<file path="config.mk">
export PLATFORM = sky130hd
export DESIGN_NAME = rsc_reset_startup_config
export DESIGN_NICKNAME = d
export VERILOG_FILES = /design/src/design/rsc_pkg.sv /design/src/design/rsc_reset_startup_config.sv
export VERILOG_INCLUDE_DIRS = /design/src /design/src/design
export SDC_FILE = /design/constraint.sdc
export NUM_CORES = 1
export LEC_CHECK = 0
export BUFFER_PORTS_ARGS = -buffer_cell sky130_fd_sc_hd__clkbuf_2
export CAP_MARGIN = 15
export CORE_MARGIN = 1.5
export CORE_UTILIZATION = 52
export CTS_CLUSTER_SIZE = 16
export DETAILED_ROUTE_END_ITERATION = 7
export GPL_TIMING_DRIVEN = 1
export PLACE_DENSITY = 0.84
export SLEW_MARGIN = 40
export SYNTH_ARGS = -nofsm -noshare
export SYNTH_HDL_FRONTEND = slang
export SYNTH_SLANG_ARGS = --single-unit
</file>
<file path="constraint.sdc">
create_clock -name clk -period 2.2 [get_ports clk]
set_input_delay 0.44 -clock clk [delete_from_list [all_inputs] [get_ports clk]]
set_output_delay 0.44 -clock clk [all_outputs]
set_load 0.01 [all_outputs]
</file>
<file path="src/design/rsc_map.svh">
`ifndef RSC_MAP_SVH
`define RSC_MAP_SVH

// clock-ratio strap codes
`define RSC_CFG_RATIO_8 2'h0
`define RSC_CFG_RATIO_32 2'h1
`define RSC_CFG_RATIO_16 2'h2
`define RSC_CFG_RESERVED 2'h3

// core-to-input multiplier values for each non-reserved strap code
`define RSC_MULT_8 6'h08
`define RSC_MULT_32 6'h20
`define RSC_MULT_16 6'h10

// pll divider value after reset
`define RSC_DIV_RESET 4'h1

// pll lock interval, in input clock cycles
`define RSC_LOCK_CYCLES 4096

// running-reset control bit position and reset value
`define RSC_RR_ENABLE_BIT 0
`define RSC_RR_CTL_RESET 1'h0

`endif

</file>
<file path="src/design/rsc_pkg.sv">
package rsc_pkg;

    typedef struct packed {
        logic [2:0] boot_cfg;
        logic [1:0] clk_cfg;
    } rsc_strap_t;

    typedef struct packed {
        logic [5:0] mult;
        logic [3:0] div;
    } rsc_pll_t;

    typedef enum logic [3:0] {
        RSC_ST_HOLD = 4'h1,
        RSC_ST_LOCK = 4'h2,
        RSC_ST_RUN = 4'h4,
        RSC_ST_RRST = 4'h8
    } rsc_state_t;

endpackage

</file>
<file path="src/design/rsc_reset_startup_config.sv">
`include "rsc_map.svh"

module rsc_reset_startup_config
    import rsc_pkg::*;
#(
    parameter int LOCK_CYCLES = `RSC_LOCK_CYCLES
) (
    input wire logic clk,
    input wire logic rst,
    input wire logic hw_reset_n,
    input wire logic sw_reset,
    input wire rsc_strap_t strap_in,
    input wire logic pm_wr,
    input wire rsc_pll_t pm_wdata,
    input wire logic rr_ctl_wr,
    input wire logic rr_ctl_wdata,
    input wire logic reset_output_pin_i,
    output logic reset_output_pin_o,
    output logic reset_output_pin_oe,
    output logic core_reset,
    output logic core_start,
    output logic pll_locked,
    output rsc_strap_t strap_captured,
    output logic cfg_reserved,
    output rsc_pll_t power_mgmt_control_reg,
    output logic running_reset_control_reg
);

    localparam int CNT_W = $clog2(LOCK_CYCLES + 1);
    localparam logic [CNT_W-1:0] LOCK_LAST = CNT_W'(LOCK_CYCLES - 1);

    function automatic logic [5:0] ratio_mult(input logic [1:0] code);
        unique case (code)
            `RSC_CFG_RATIO_32: ratio_mult = `RSC_MULT_32;
            `RSC_CFG_RATIO_16: ratio_mult = `RSC_MULT_16;
            // reserved code falls back to the slowest ratio
            default: ratio_mult = `RSC_MULT_8;
        endcase
    endfunction

    rsc_state_t state_reg;
    rsc_state_t state_next;
    logic [CNT_W-1:0] lock_cnt_reg;
    logic hw_rel;
    logic sw_rel;
    logic hw_reset_n_reg;
    logic sw_reset_reg;
    logic running_rst_req;

    assign running_rst_req = running_reset_control_reg && !reset_output_pin_i;

    ////////////////////////////////////////////////////////////////////////////
    // release edges of the hardware and software resets

    always_ff @(posedge clk or posedge rst) begin
        if (rst) begin
            hw_reset_n_reg <= 1'b0;
            sw_reset_reg <= 1'b0;
        end else begin
            hw_reset_n_reg <= hw_reset_n;
            sw_reset_reg <= sw_reset;
        end
    end

    assign hw_rel = hw_reset_n && !hw_reset_n_reg;
    assign sw_rel = !sw_reset && sw_reset_reg && hw_reset_n;

    ////////////////////////////////////////////////////////////////////////////
    // sequencer

    always_comb begin
        state_next = state_reg;
        unique case (state_reg)
            RSC_ST_HOLD: begin
                if (hw_reset_n) begin
                    state_next = RSC_ST_LOCK;
                end
            end
            RSC_ST_LOCK: begin
                if (lock_cnt_reg == LOCK_LAST) begin
                    state_next = RSC_ST_RUN;
                end
            end
            RSC_ST_RUN: begin
                if (sw_reset || running_rst_req) begin
                    state_next = RSC_ST_RRST;
                end
            end
            RSC_ST_RRST: begin
                // pll stays locked, so no second lock wait
                if (!sw_reset && !running_rst_req) begin
                    state_next = RSC_ST_RUN;
                end
            end
            default: state_next = RSC_ST_HOLD;
        endcase
        if (!hw_reset_n) begin
            state_next = RSC_ST_HOLD;
        end
    end

    always_ff @(posedge clk or posedge rst) begin
        if (rst) begin
            state_reg <= RSC_ST_HOLD;
        end else begin
            state_reg <= state_next;
        end
    end

    always_ff @(posedge clk or posedge rst) begin
        if (rst) begin
            lock_cnt_reg <= '0;
        end else if (state_reg == RSC_ST_LOCK) begin
            lock_cnt_reg <= lock_cnt_reg + 1'b1;
        end else begin
            lock_cnt_reg <= '0;
        end
    end

    always_ff @(posedge clk or posedge rst) begin
        if (rst) begin
            core_start <= 1'b0;
            core_reset <= 1'b1;
            pll_locked <= 1'b0;
        end else begin
            core_start <= (state_next == RSC_ST_RUN) && (state_reg != RSC_ST_RUN);
            core_reset <= state_next != RSC_ST_RUN;
            pll_locked <= (state_next == RSC_ST_RUN) || (state_next == RSC_ST_RRST);
        end
    end

    ////////////////////////////////////////////////////////////////////////////
    // strap capture

    always_ff @(posedge clk or posedge rst) begin
        if (rst) begin
            strap_captured <= '0;
            cfg_reserved <= 1'b0;
        end else if (hw_rel) begin
            strap_captured <= strap_in;
            cfg_reserved <= strap_in.clk_cfg == `RSC_CFG_RESERVED;
        end else if (sw_rel) begin
            // software reset re-reads only the boot mode
            strap_captured.boot_cfg <= strap_in.boot_cfg;
        end
    end

    ////////////////////////////////////////////////////////////////////////////
    // power-management control

    always_ff @(posedge clk or posedge rst) begin
        if (rst) begin
            power_mgmt_control_reg <= '{mult: `RSC_MULT_8, div: `RSC_DIV_RESET};
        end else if (hw_rel) begin
            power_mgmt_control_reg <= '{mult: ratio_mult(strap_in.clk_cfg),
                                        div: `RSC_DIV_RESET};
        end else if (pm_wr && !core_reset) begin
            power_mgmt_control_reg <= pm_wdata;
        end
    end

    ////////////////////////////////////////////////////////////////////////////
    // dual-function reset pin

    always_ff @(posedge clk or posedge rst) begin
        if (rst) begin
            running_reset_control_reg <= `RSC_RR_CTL_RESET;
        end else if (!hw_reset_n) begin
            running_reset_control_reg <= `RSC_RR_CTL_RESET;
        end else if (rr_ctl_wr && !core_reset) begin
            running_reset_control_reg <= rr_ctl_wdata;
        end
    end

    // active-low reset out mirrors the core reset
    always_ff @(posedge clk or posedge rst) begin
        if (rst) begin
            reset_output_pin_o <= 1'b0;
            reset_output_pin_oe <= 1'b1;
        end else begin
            reset_output_pin_o <= !core_reset;
            reset_output_pin_oe <= !running_reset_control_reg;
        end
    end

    logic [CNT_W:0] low_run_cnt;
    always_ff @(posedge clk or posedge rst) begin
        if (rst) begin
            low_run_cnt <= '0;
        end else if (!hw_reset_n || !core_reset) begin
            low_run_cnt <= '0;
        end else begin
            low_run_cnt <= low_run_cnt + 1'b1;
        end
    end
endmodule // rsc_reset_startup_config

</file>
# == After elaboration in Yosys (flattened, before gate mapping) ==
# Index checks and enable logic that the tools add are counted.
# op_classes
add_sub_neg,1
eq_ne,13
n_mux,13
n_reduce_logical,18
# op_table
operator,count
10-bit 2-to-1 mux,2
4-bit 2-to-1 mux,4
4-bit one-hot mux with 4 select lines,1
"13-bit by 1-bit adder with 13-bit output, second input constant",1
"13-bit by 12-bit equality test with 1-bit output, second input constant",1
13-bit 2-to-1 mux,1
6-bit one-hot mux with 2 select lines,1
"4-bit by 3-bit equality test with 1-bit output, second input constant",2
"4-bit equality test, second input constant",2
1-bit logical AND,8
"4-bit by 3-bit != test with 1-bit output, second input constant",2
1-bit zero test,6
3-bit 2-to-1 mux,2
"2-bit equality test, second input constant",2
"4-bit by 1-bit equality test with 1-bit output, second input constant",1
"4-bit by 2-bit equality test with 1-bit output, second input constant",1
2-bit nonzero test,2
"2-bit by 1-bit equality test with 1-bit output, second input constant",1
1-bit logical OR,2
1-bit 2-to-1 mux,2
"2-bit by 1-bit != test with 1-bit output, second input constant",1
# totals
regBits,41
output_inout_bits,22

# == Longest topological paths before layout ==
# Gate-level depths: netlist of run 1.
# depth
word_depth,9
ltp_mapped,5

# == Worst setup path before layout of run 1 ==
# Ideal clock, no wire load.
# synth_timing
path_kind,register -> register
start,register lock_cnt_reg[0]
end,register core_start
arrival_ns,1.432
required_ns,2.089
path_slack_ns,0.657
stages_incl_launch_ff,6
path_buffers,0
cell_sequence,dfrtp_1 > ha_1 > nand3_4 > nor4_4 > a22oi_2 > a2111oi_2
# synth_between
elab_chain_cells,6
# synth_rtl
item,line,text
start: declaration,rsc_reset_startup_config.sv:43,logic [CNT_W-1:0] lock_cnt_reg;
start signal: assignment,rsc_reset_startup_config.sv:114,lock_cnt_reg <= lock_cnt_reg + 1'b1;
13-bit by 12-bit equality test with 1-bit output,rsc_reset_startup_config.sv:80,if (lock_cnt_reg == LOCK_LAST) begin
4-bit 2-to-1 mux,rsc_reset_startup_config.sv:80,
4-bit one-hot mux with 4 select lines,rsc_reset_startup_config.sv:73,unique case (state_reg)
4-bit 2-to-1 mux,rsc_reset_startup_config.sv:97,if (!hw_reset_n) begin
4-bit by 3-bit equality test with 1-bit output,rsc_reset_startup_config.sv:126,core_start <= (state_next == RSC_ST_RUN) && (state_reg != RSC_ST_RUN);
1-bit logical AND,rsc_reset_startup_config.sv:126,
end signal: assignment,rsc_reset_startup_config.sv:126,
end: declaration,rsc_reset_startup_config.sv:21,"output logic core_start,"
# No other way between the ends.
# A chain may end at the register's enable or synchronous reset.

# == Worst setup path after layout of run 1 ==
# Same ends and word-level chain as after synthesis.

==> results.ini, run 1 <==
[die]
die_w_um = 62.94
dieArea_sq_mm = 0.003961
num_rows = 21
io-pin-count = 45
coreArea_sq_mm = 0.003390
initial_utilization = 0.5511
die_y_um = 62.94

[timing]
slew_headroom = 0.6628
hold_violations = 0
fmax_mhz = 586.5
fin_crit_sh = 0.7750
max_slew.worst_pin.slew_ns = 0.5057
setup_viol = 0
setup_tns_ns = 0
clock_skew_ns = 0.01073
slew_viol_final = 0
rsz0062_at_grt = false
min_period_ns = 1.705

[routing]
remaining_drc_errors = 0
num_vias = 1374
drt-total-wl_um = 3587
drtIter0Drc = 46
post_drt_wl_per_cell_um = 13.59
ant_nets = 0
firstDrtPassIters = 4
vias_per_cell = 5.205

[global_routing]
grtUsageMet3 = 0.05586
grt_usage = 0.2047
overflow = 0
antenna_found_initial = 0
use_met2 = 0.3085
grt_pass1_wl_um = 6210
grt_pass1_vias = 1346
top_usage_layer = met2
grt_max_degree = 42
met1_usage = 0.2679

[logic_synthesis]
syn_avg_cell_area_sq_um = 10.99
yosysWarningCount = 0
synthesis.nets = 197
ys_ff_latch = 41
ys_top_cells_by_count = dfrtp_1, nand2_1, nor2_1
synth_enable_flop_cells = 0
synthCells = 170
synthArstFlopShare = 1.000
yosysTopAreaCell = dfrtp_1
ys.flop_type = dfrtp_1
synth.most_common_cell = dfrtp_1
yosysUniqueCellTypes = 39
synth.area.top_cells = dfrtp_1, dfstp_2, nand2_1
synth-seq-area-share = 0.5526
synth_top_area_frac = 0.4823
synth_area_sq_mm = 0.001868

[placed_design]
portBuffers = 44
hpwl_um = 2567
gp_congestion = 0.8341

[cts]
postCtsHoldBufs = 0
cts_resized = 0
numCtsBuffers = 5
worstSkewPairLatency_ns = 0.35
cts_tree = yes
cts_root_buf = clkbuf_4
cts_setup_buffers = 0
cts_max_path_buffers = 2
clkTransAtPathRegs_ns = 0.12
cts.sinks = 41
h-tree-depth = 2

[power_and_ir_drop]
total_power_mw = 1.405
power_leakage_nw = 1.020
ir_drop_v = 0.0004226
cellPowerDensity_mw_per_mm2 = 639.4

[finish]
diodes = 0
largest_reg_flops = 13
n_fill_cell = 274
register_area_sq_mm = 0.001032
multi_input_area_sq_um = 775.7
area_growth_pct = 17.62
drive_above_1_share = 0.3257
final_nets = 244

[critical_path]
start_kind = flop
critical_path_class = flop to flop
cp_data_arrival_time_ns = 1.95
r2r_start = lock_cnt_reg[0]
path_cells = ha_1 -> nand3_4 -> nor4_4 -> a22oi_2 -> a2111oi_2
rr_worst_depth = 5
crit_required_ns = 2.44
slowest_stage = dfrtp_1
worstPathMaxFanout = 8
r2r_end = core_start
r2r_slack_ns = 0.49
crit_path_max_incr_delay_ns = 0.42
endpoint_kind = flop

[run_status]
status = completed

[worst_hold_path]
worstHoldPathType = primary input to asynchronous set/reset pin

[run]
cap_violations = 0

-- final cells by class --
type | instances | area share
Timing Repair Buffer | 47 | 0.1105
Sequential cell | 41 | 0.4698
Multi-Input combinational cell | 114 | 0.3531
Tap cell | 46 | 0.02620
Inverter | 8 | 0.01367
Clock buffer | 8 | 0.02677
-- kinds of logic after synthesis --
logic type,after synthesis,share of synthesized area
adder cells (fa/ha/maj),4,0.02679
flip-flops,41,0.5526
AND/OR/NAND/NOR,64,0.1969
AO/OA/AOI/OAI,27,0.09242
buffers and inverters,15,0.03215
XOR/XNOR,10,0.04688
multiplexers,9,0.05224
-- worst max-delay path by stage --
stage | endpoint | start
after floorplan | core_start | lock_cnt_reg[0]
after CTS | core_start | lock_cnt_reg[0]
after detailed placement | core_start | lock_cnt_reg[0]
after global placement | core_start | lock_cnt_reg[0]
after global routing | core_start | lock_cnt_reg[0]
final | core_start | lock_cnt_reg[0]
-- through the flow --
step / utilization / std cells / hold WS, ns / setup slack (ns) / area (sq um)
floorplan: - / 170 / 0.4605 / 0.6565 / 1868
global placement: 0.6309 / 256 / 0.4511 / 0.5731 / 2138
detailed placement: 0.6309 / 256 / 0.4552 / 0.4993 / 2138
CTS: 0.6482 / 264 / 0.1881 / 0.4754 / 2197
global route: 0.6482 / 264 / 0.2046 / 0.3466 / 2197
finish: 0.6482 / 264 / 0.1723 / 0.4949 / 2197
-- layer usage --
layer | share of wire | up-vias | wire (um)
met5 | 0 | - | 0
met4 | 0.021 | 0 | 75
met3 | 0.035 | 7 | 126
met2 | 0.49 | 27 | 1771
met1 | 0.45 | 667 | 1613
li1 | - | 673 | -
-- where the power goes --
group	switching, mW	internal, mW
sequential	0.0394	0.797
clock	0.234	0.158
combinational	0.0962	0.0807
-- critical path: cells and delay by family (launching register included) --
| family | cells | cell delay, ns |
|---|---|---|
| AO/OA/AOI/OAI | 2 | 0.42 |
| AND/OR/NAND/NOR | 2 | 0.51 |
| flip-flops | 1 | 0.42 |
| adder cells (fa/ha/maj) | 1 | 0.25 |
-- placed cells by master (no fill, tap or decap), types with 2 or more instances in the layout --
cell type	synthesis	routed
clkbuf_1	4	2
nor2b_1	3	3
nand2_1	21	21
nor3_1	5	5
or3_1	3	3
mux2_2	6	6
a21oi_1	10	10
a211oi_1	2	2
xnor2_1	6	6
nand3_1	2	2
nor2_1	11	11
inv_1	8	8
o21a_1	3	3
o21ai_0	7	7
xor2_1	4	4
mux2i_1	3	3
nand2b_1	4	4
clkbuf_4	0	5
dfrtp_1	36	36
dfstp_2	5	5
ha_1	4	4
buf_4	0	3
nand4_1	3	3
clkbuf_2	0	44
Note: power is estimated with default switching activity, not from simulation.
==> run 2, diff against run 1 <==
==> constraint.sdc (replaced) <==
create_clock -name clk -period 1.7 [get_ports clk]
set_input_delay 0.34 -clock clk [delete_from_list [all_inputs] [get_ports clk]]
set_output_delay 0.34 -clock clk [all_outputs]
set_load 0.01 [all_outputs]
==> results.ini, run 2 (same netlist as run 1, synthesis figures left out) <==
[cts]
worstSkewPairLatency_ns = 0.36  ; about the same
numCtsBuffers = 5  ; unchanged
h-tree-depth = 2  ; unchanged
cts.sinks = 41  ; unchanged
cts_root_buf = clkbuf_4
cts_max_path_buffers = 2  ; unchanged
clkTransAtPathRegs_ns = 0.12  ; about the same
postCtsHoldBufs = 0  ; unchanged
cts_tree = yes

[finish]
mostFrequentLayoutCells = clkbuf_2, dfrtp_1, nand2_1, nor2_1, a21oi_1
stdcell_count = 267  ; +1.1%
diodes = 0  ; unchanged
largest_reg_flops = 13  ; unchanged
n_fill_cell = 271  ; -1.1%
area_growth_pct = 20.43
final_common_cell = clkbuf_2
final_nets = 247  ; +1.2%
drive_above_1_share = 0.3439  ; +0.01820

[placed_design]
portBuffers = 44  ; unchanged
gp_congestion = 0.8363  ; +0.26%
dp_cells = 258  ; +0.78%
hpwl_um = 2531  ; -1.4%

[power_and_ir_drop]
cellPowerDensity_mw_per_mm2 = 877.1  ; +37%
power_leakage_nw = 1.047  ; +2.6%
ir_drop_v = 0.0006501  ; +54%

[critical_path]
cp_data_arrival_time_ns = 1.79  ; -0.16 ns
r2r_slack_ns = 0.16  ; -0.33 ns
start_kind = flop
worstPathMaxFanout = 7  ; -1
crit_required_ns = 1.96  ; -0.48 ns
critical_path_class = flop to flop
endpoint_kind = flop

[timing]
slew_headroom = 0.6721  ; +0.009240
max_slew.worst_pin.slew_ns = 0.4919  ; -0.01386 ns
setup_tns_ns = 0  ; unchanged
slew_viol_final = 0  ; unchanged
rsz0062_at_grt = false
clock_skew_ns = 0.01047  ; -0.0002626 ns
setup_viol = 0  ; unchanged
hold_violations = 0  ; unchanged
min_period_ns = 1.536  ; -0.1691 ns
fmax_mhz = 651.1  ; +11%
whs_ns = 0.06154  ; -0.1108 ns
fin_crit_sh = 0.9035  ; +0.1285

[global_routing]
antenna_found_initial = 0  ; unchanged
grt_usage = 0.1921  ; -0.01259
grt_pass1_vias = 1343  ; -0.22%
overflow = 0  ; unchanged
grt_max_degree = 42  ; unchanged
grt_pass1_wl_um = 5885  ; -5.2%

[run]
cap_violations = 0  ; unchanged

[routing]
num_vias = 1376  ; +0.15%
vias_per_cell = 5.154  ; -0.98%
drt-total-wl_um = 3397  ; -5.3%
post_drt_wl_per_cell_um = 12.72  ; -6.4%
drtIter0Drc = 39  ; -15%
remaining_drc_errors = 0  ; unchanged
firstDrtPassIters = 4  ; unchanged
ant_nets = 0  ; unchanged

[die]
die_y_um = 62.94  ; unchanged
num_rows = 21  ; unchanged
coreArea_sq_mm = 0.003390  ; unchanged
dieArea_sq_mm = 0.003961  ; unchanged
io-pin-count = 45  ; unchanged
die_w_um = 62.94  ; unchanged
initial_utilization = 0.5511  ; unchanged

[worst_hold_path]
worstHoldPathType = primary input to asynchronous set/reset pin

[run_status]
status = completed

==> run 2: cell types whose count changed in the layout (fill, tap and decap cells not counted) <==
cell / before / now
bufinv_16: 0 / 1
clkinvlp_4: 0 / 1
clkbuf_1: 2 / 0
buf_4: 3 / 6
==> run 2: critical path: stages (launching register included) <==
cell and delay, ns:
dfrtp_1 0.42, ha_1 0.25, nand3_4 0.10, buf_4 0.17, o31a_2 0.33, o21a_1 0.16
==> run 2: layer usage <==
metal	global-route usage	vias to the layer above	part of all wire
met4	0.07500	0	0.014
met2	0.3112	24	0.50
met1	0.2437	673	0.45
li1	-	674	-
met3	0.05405	5	0.036
met5	0	-	0
==> run 2: final cells by class <==
cell class / instances / area, sq um / area share
flip-flops and latches: 41 / 1032 / 0.4588
repair buffers: 50 / 265.3 / 0.1179
multi-input cells: 114 / 775.7 / 0.3448
clock inverters: 2 / 37.54 / 0.01669
clock buffers: 6 / 51.30 / 0.02280
well taps: 46 / 57.56 / 0.02558
inverters: 8 / 30.03 / 0.01335
==> run 2: timing repair <==
action / in CTS / in global routing
buffers inserted: 0 / 1
resized for setup: 0 / 0
endpoints found under the setup margin: 0 / 2
==> run 2: power breakdown <==
part	internal [mW]	total (mW)	switching (mW)
logic	0.108	0.228	0.120
clock network	0.349	0.665	0.316
registers	1.03	1.08	0.0488
total	1.49	1.97	0.485
==> run 2: per-stage QoR <==
stage	total power [mW]	instance area (sq um)	utilization	setup slack, ns
after floorplan	1.233	1868	-	0.1565
after global placement	1.323	2153	0.6353	0.1262
after detailed placement	1.330	2153	0.6353	0.05357
after CTS	1.988	2242	0.6615	0.01686
after global routing	2.085	2250	0.6637	0.04140
final	1.973	2250	0.6637	0.1640
==> run 2: final timing paths <==
kind                                            from                         to  depth (start not counted)
hold / removal                                   rst  power_mgmt_control_reg[8]                          3
min in group clk                            sw_reset               sw_reset_reg                          1
setup / recovery                     lock_cnt_reg[0]           lock_cnt_reg[12]                          5
hold reg to reg            running_reset_control_reg        reset_output_pin_oe                          1
setup reg to reg                     lock_cnt_reg[0]           lock_cnt_reg[12]                          5
max in group asynchronous                        rst               state_reg[0]                          3
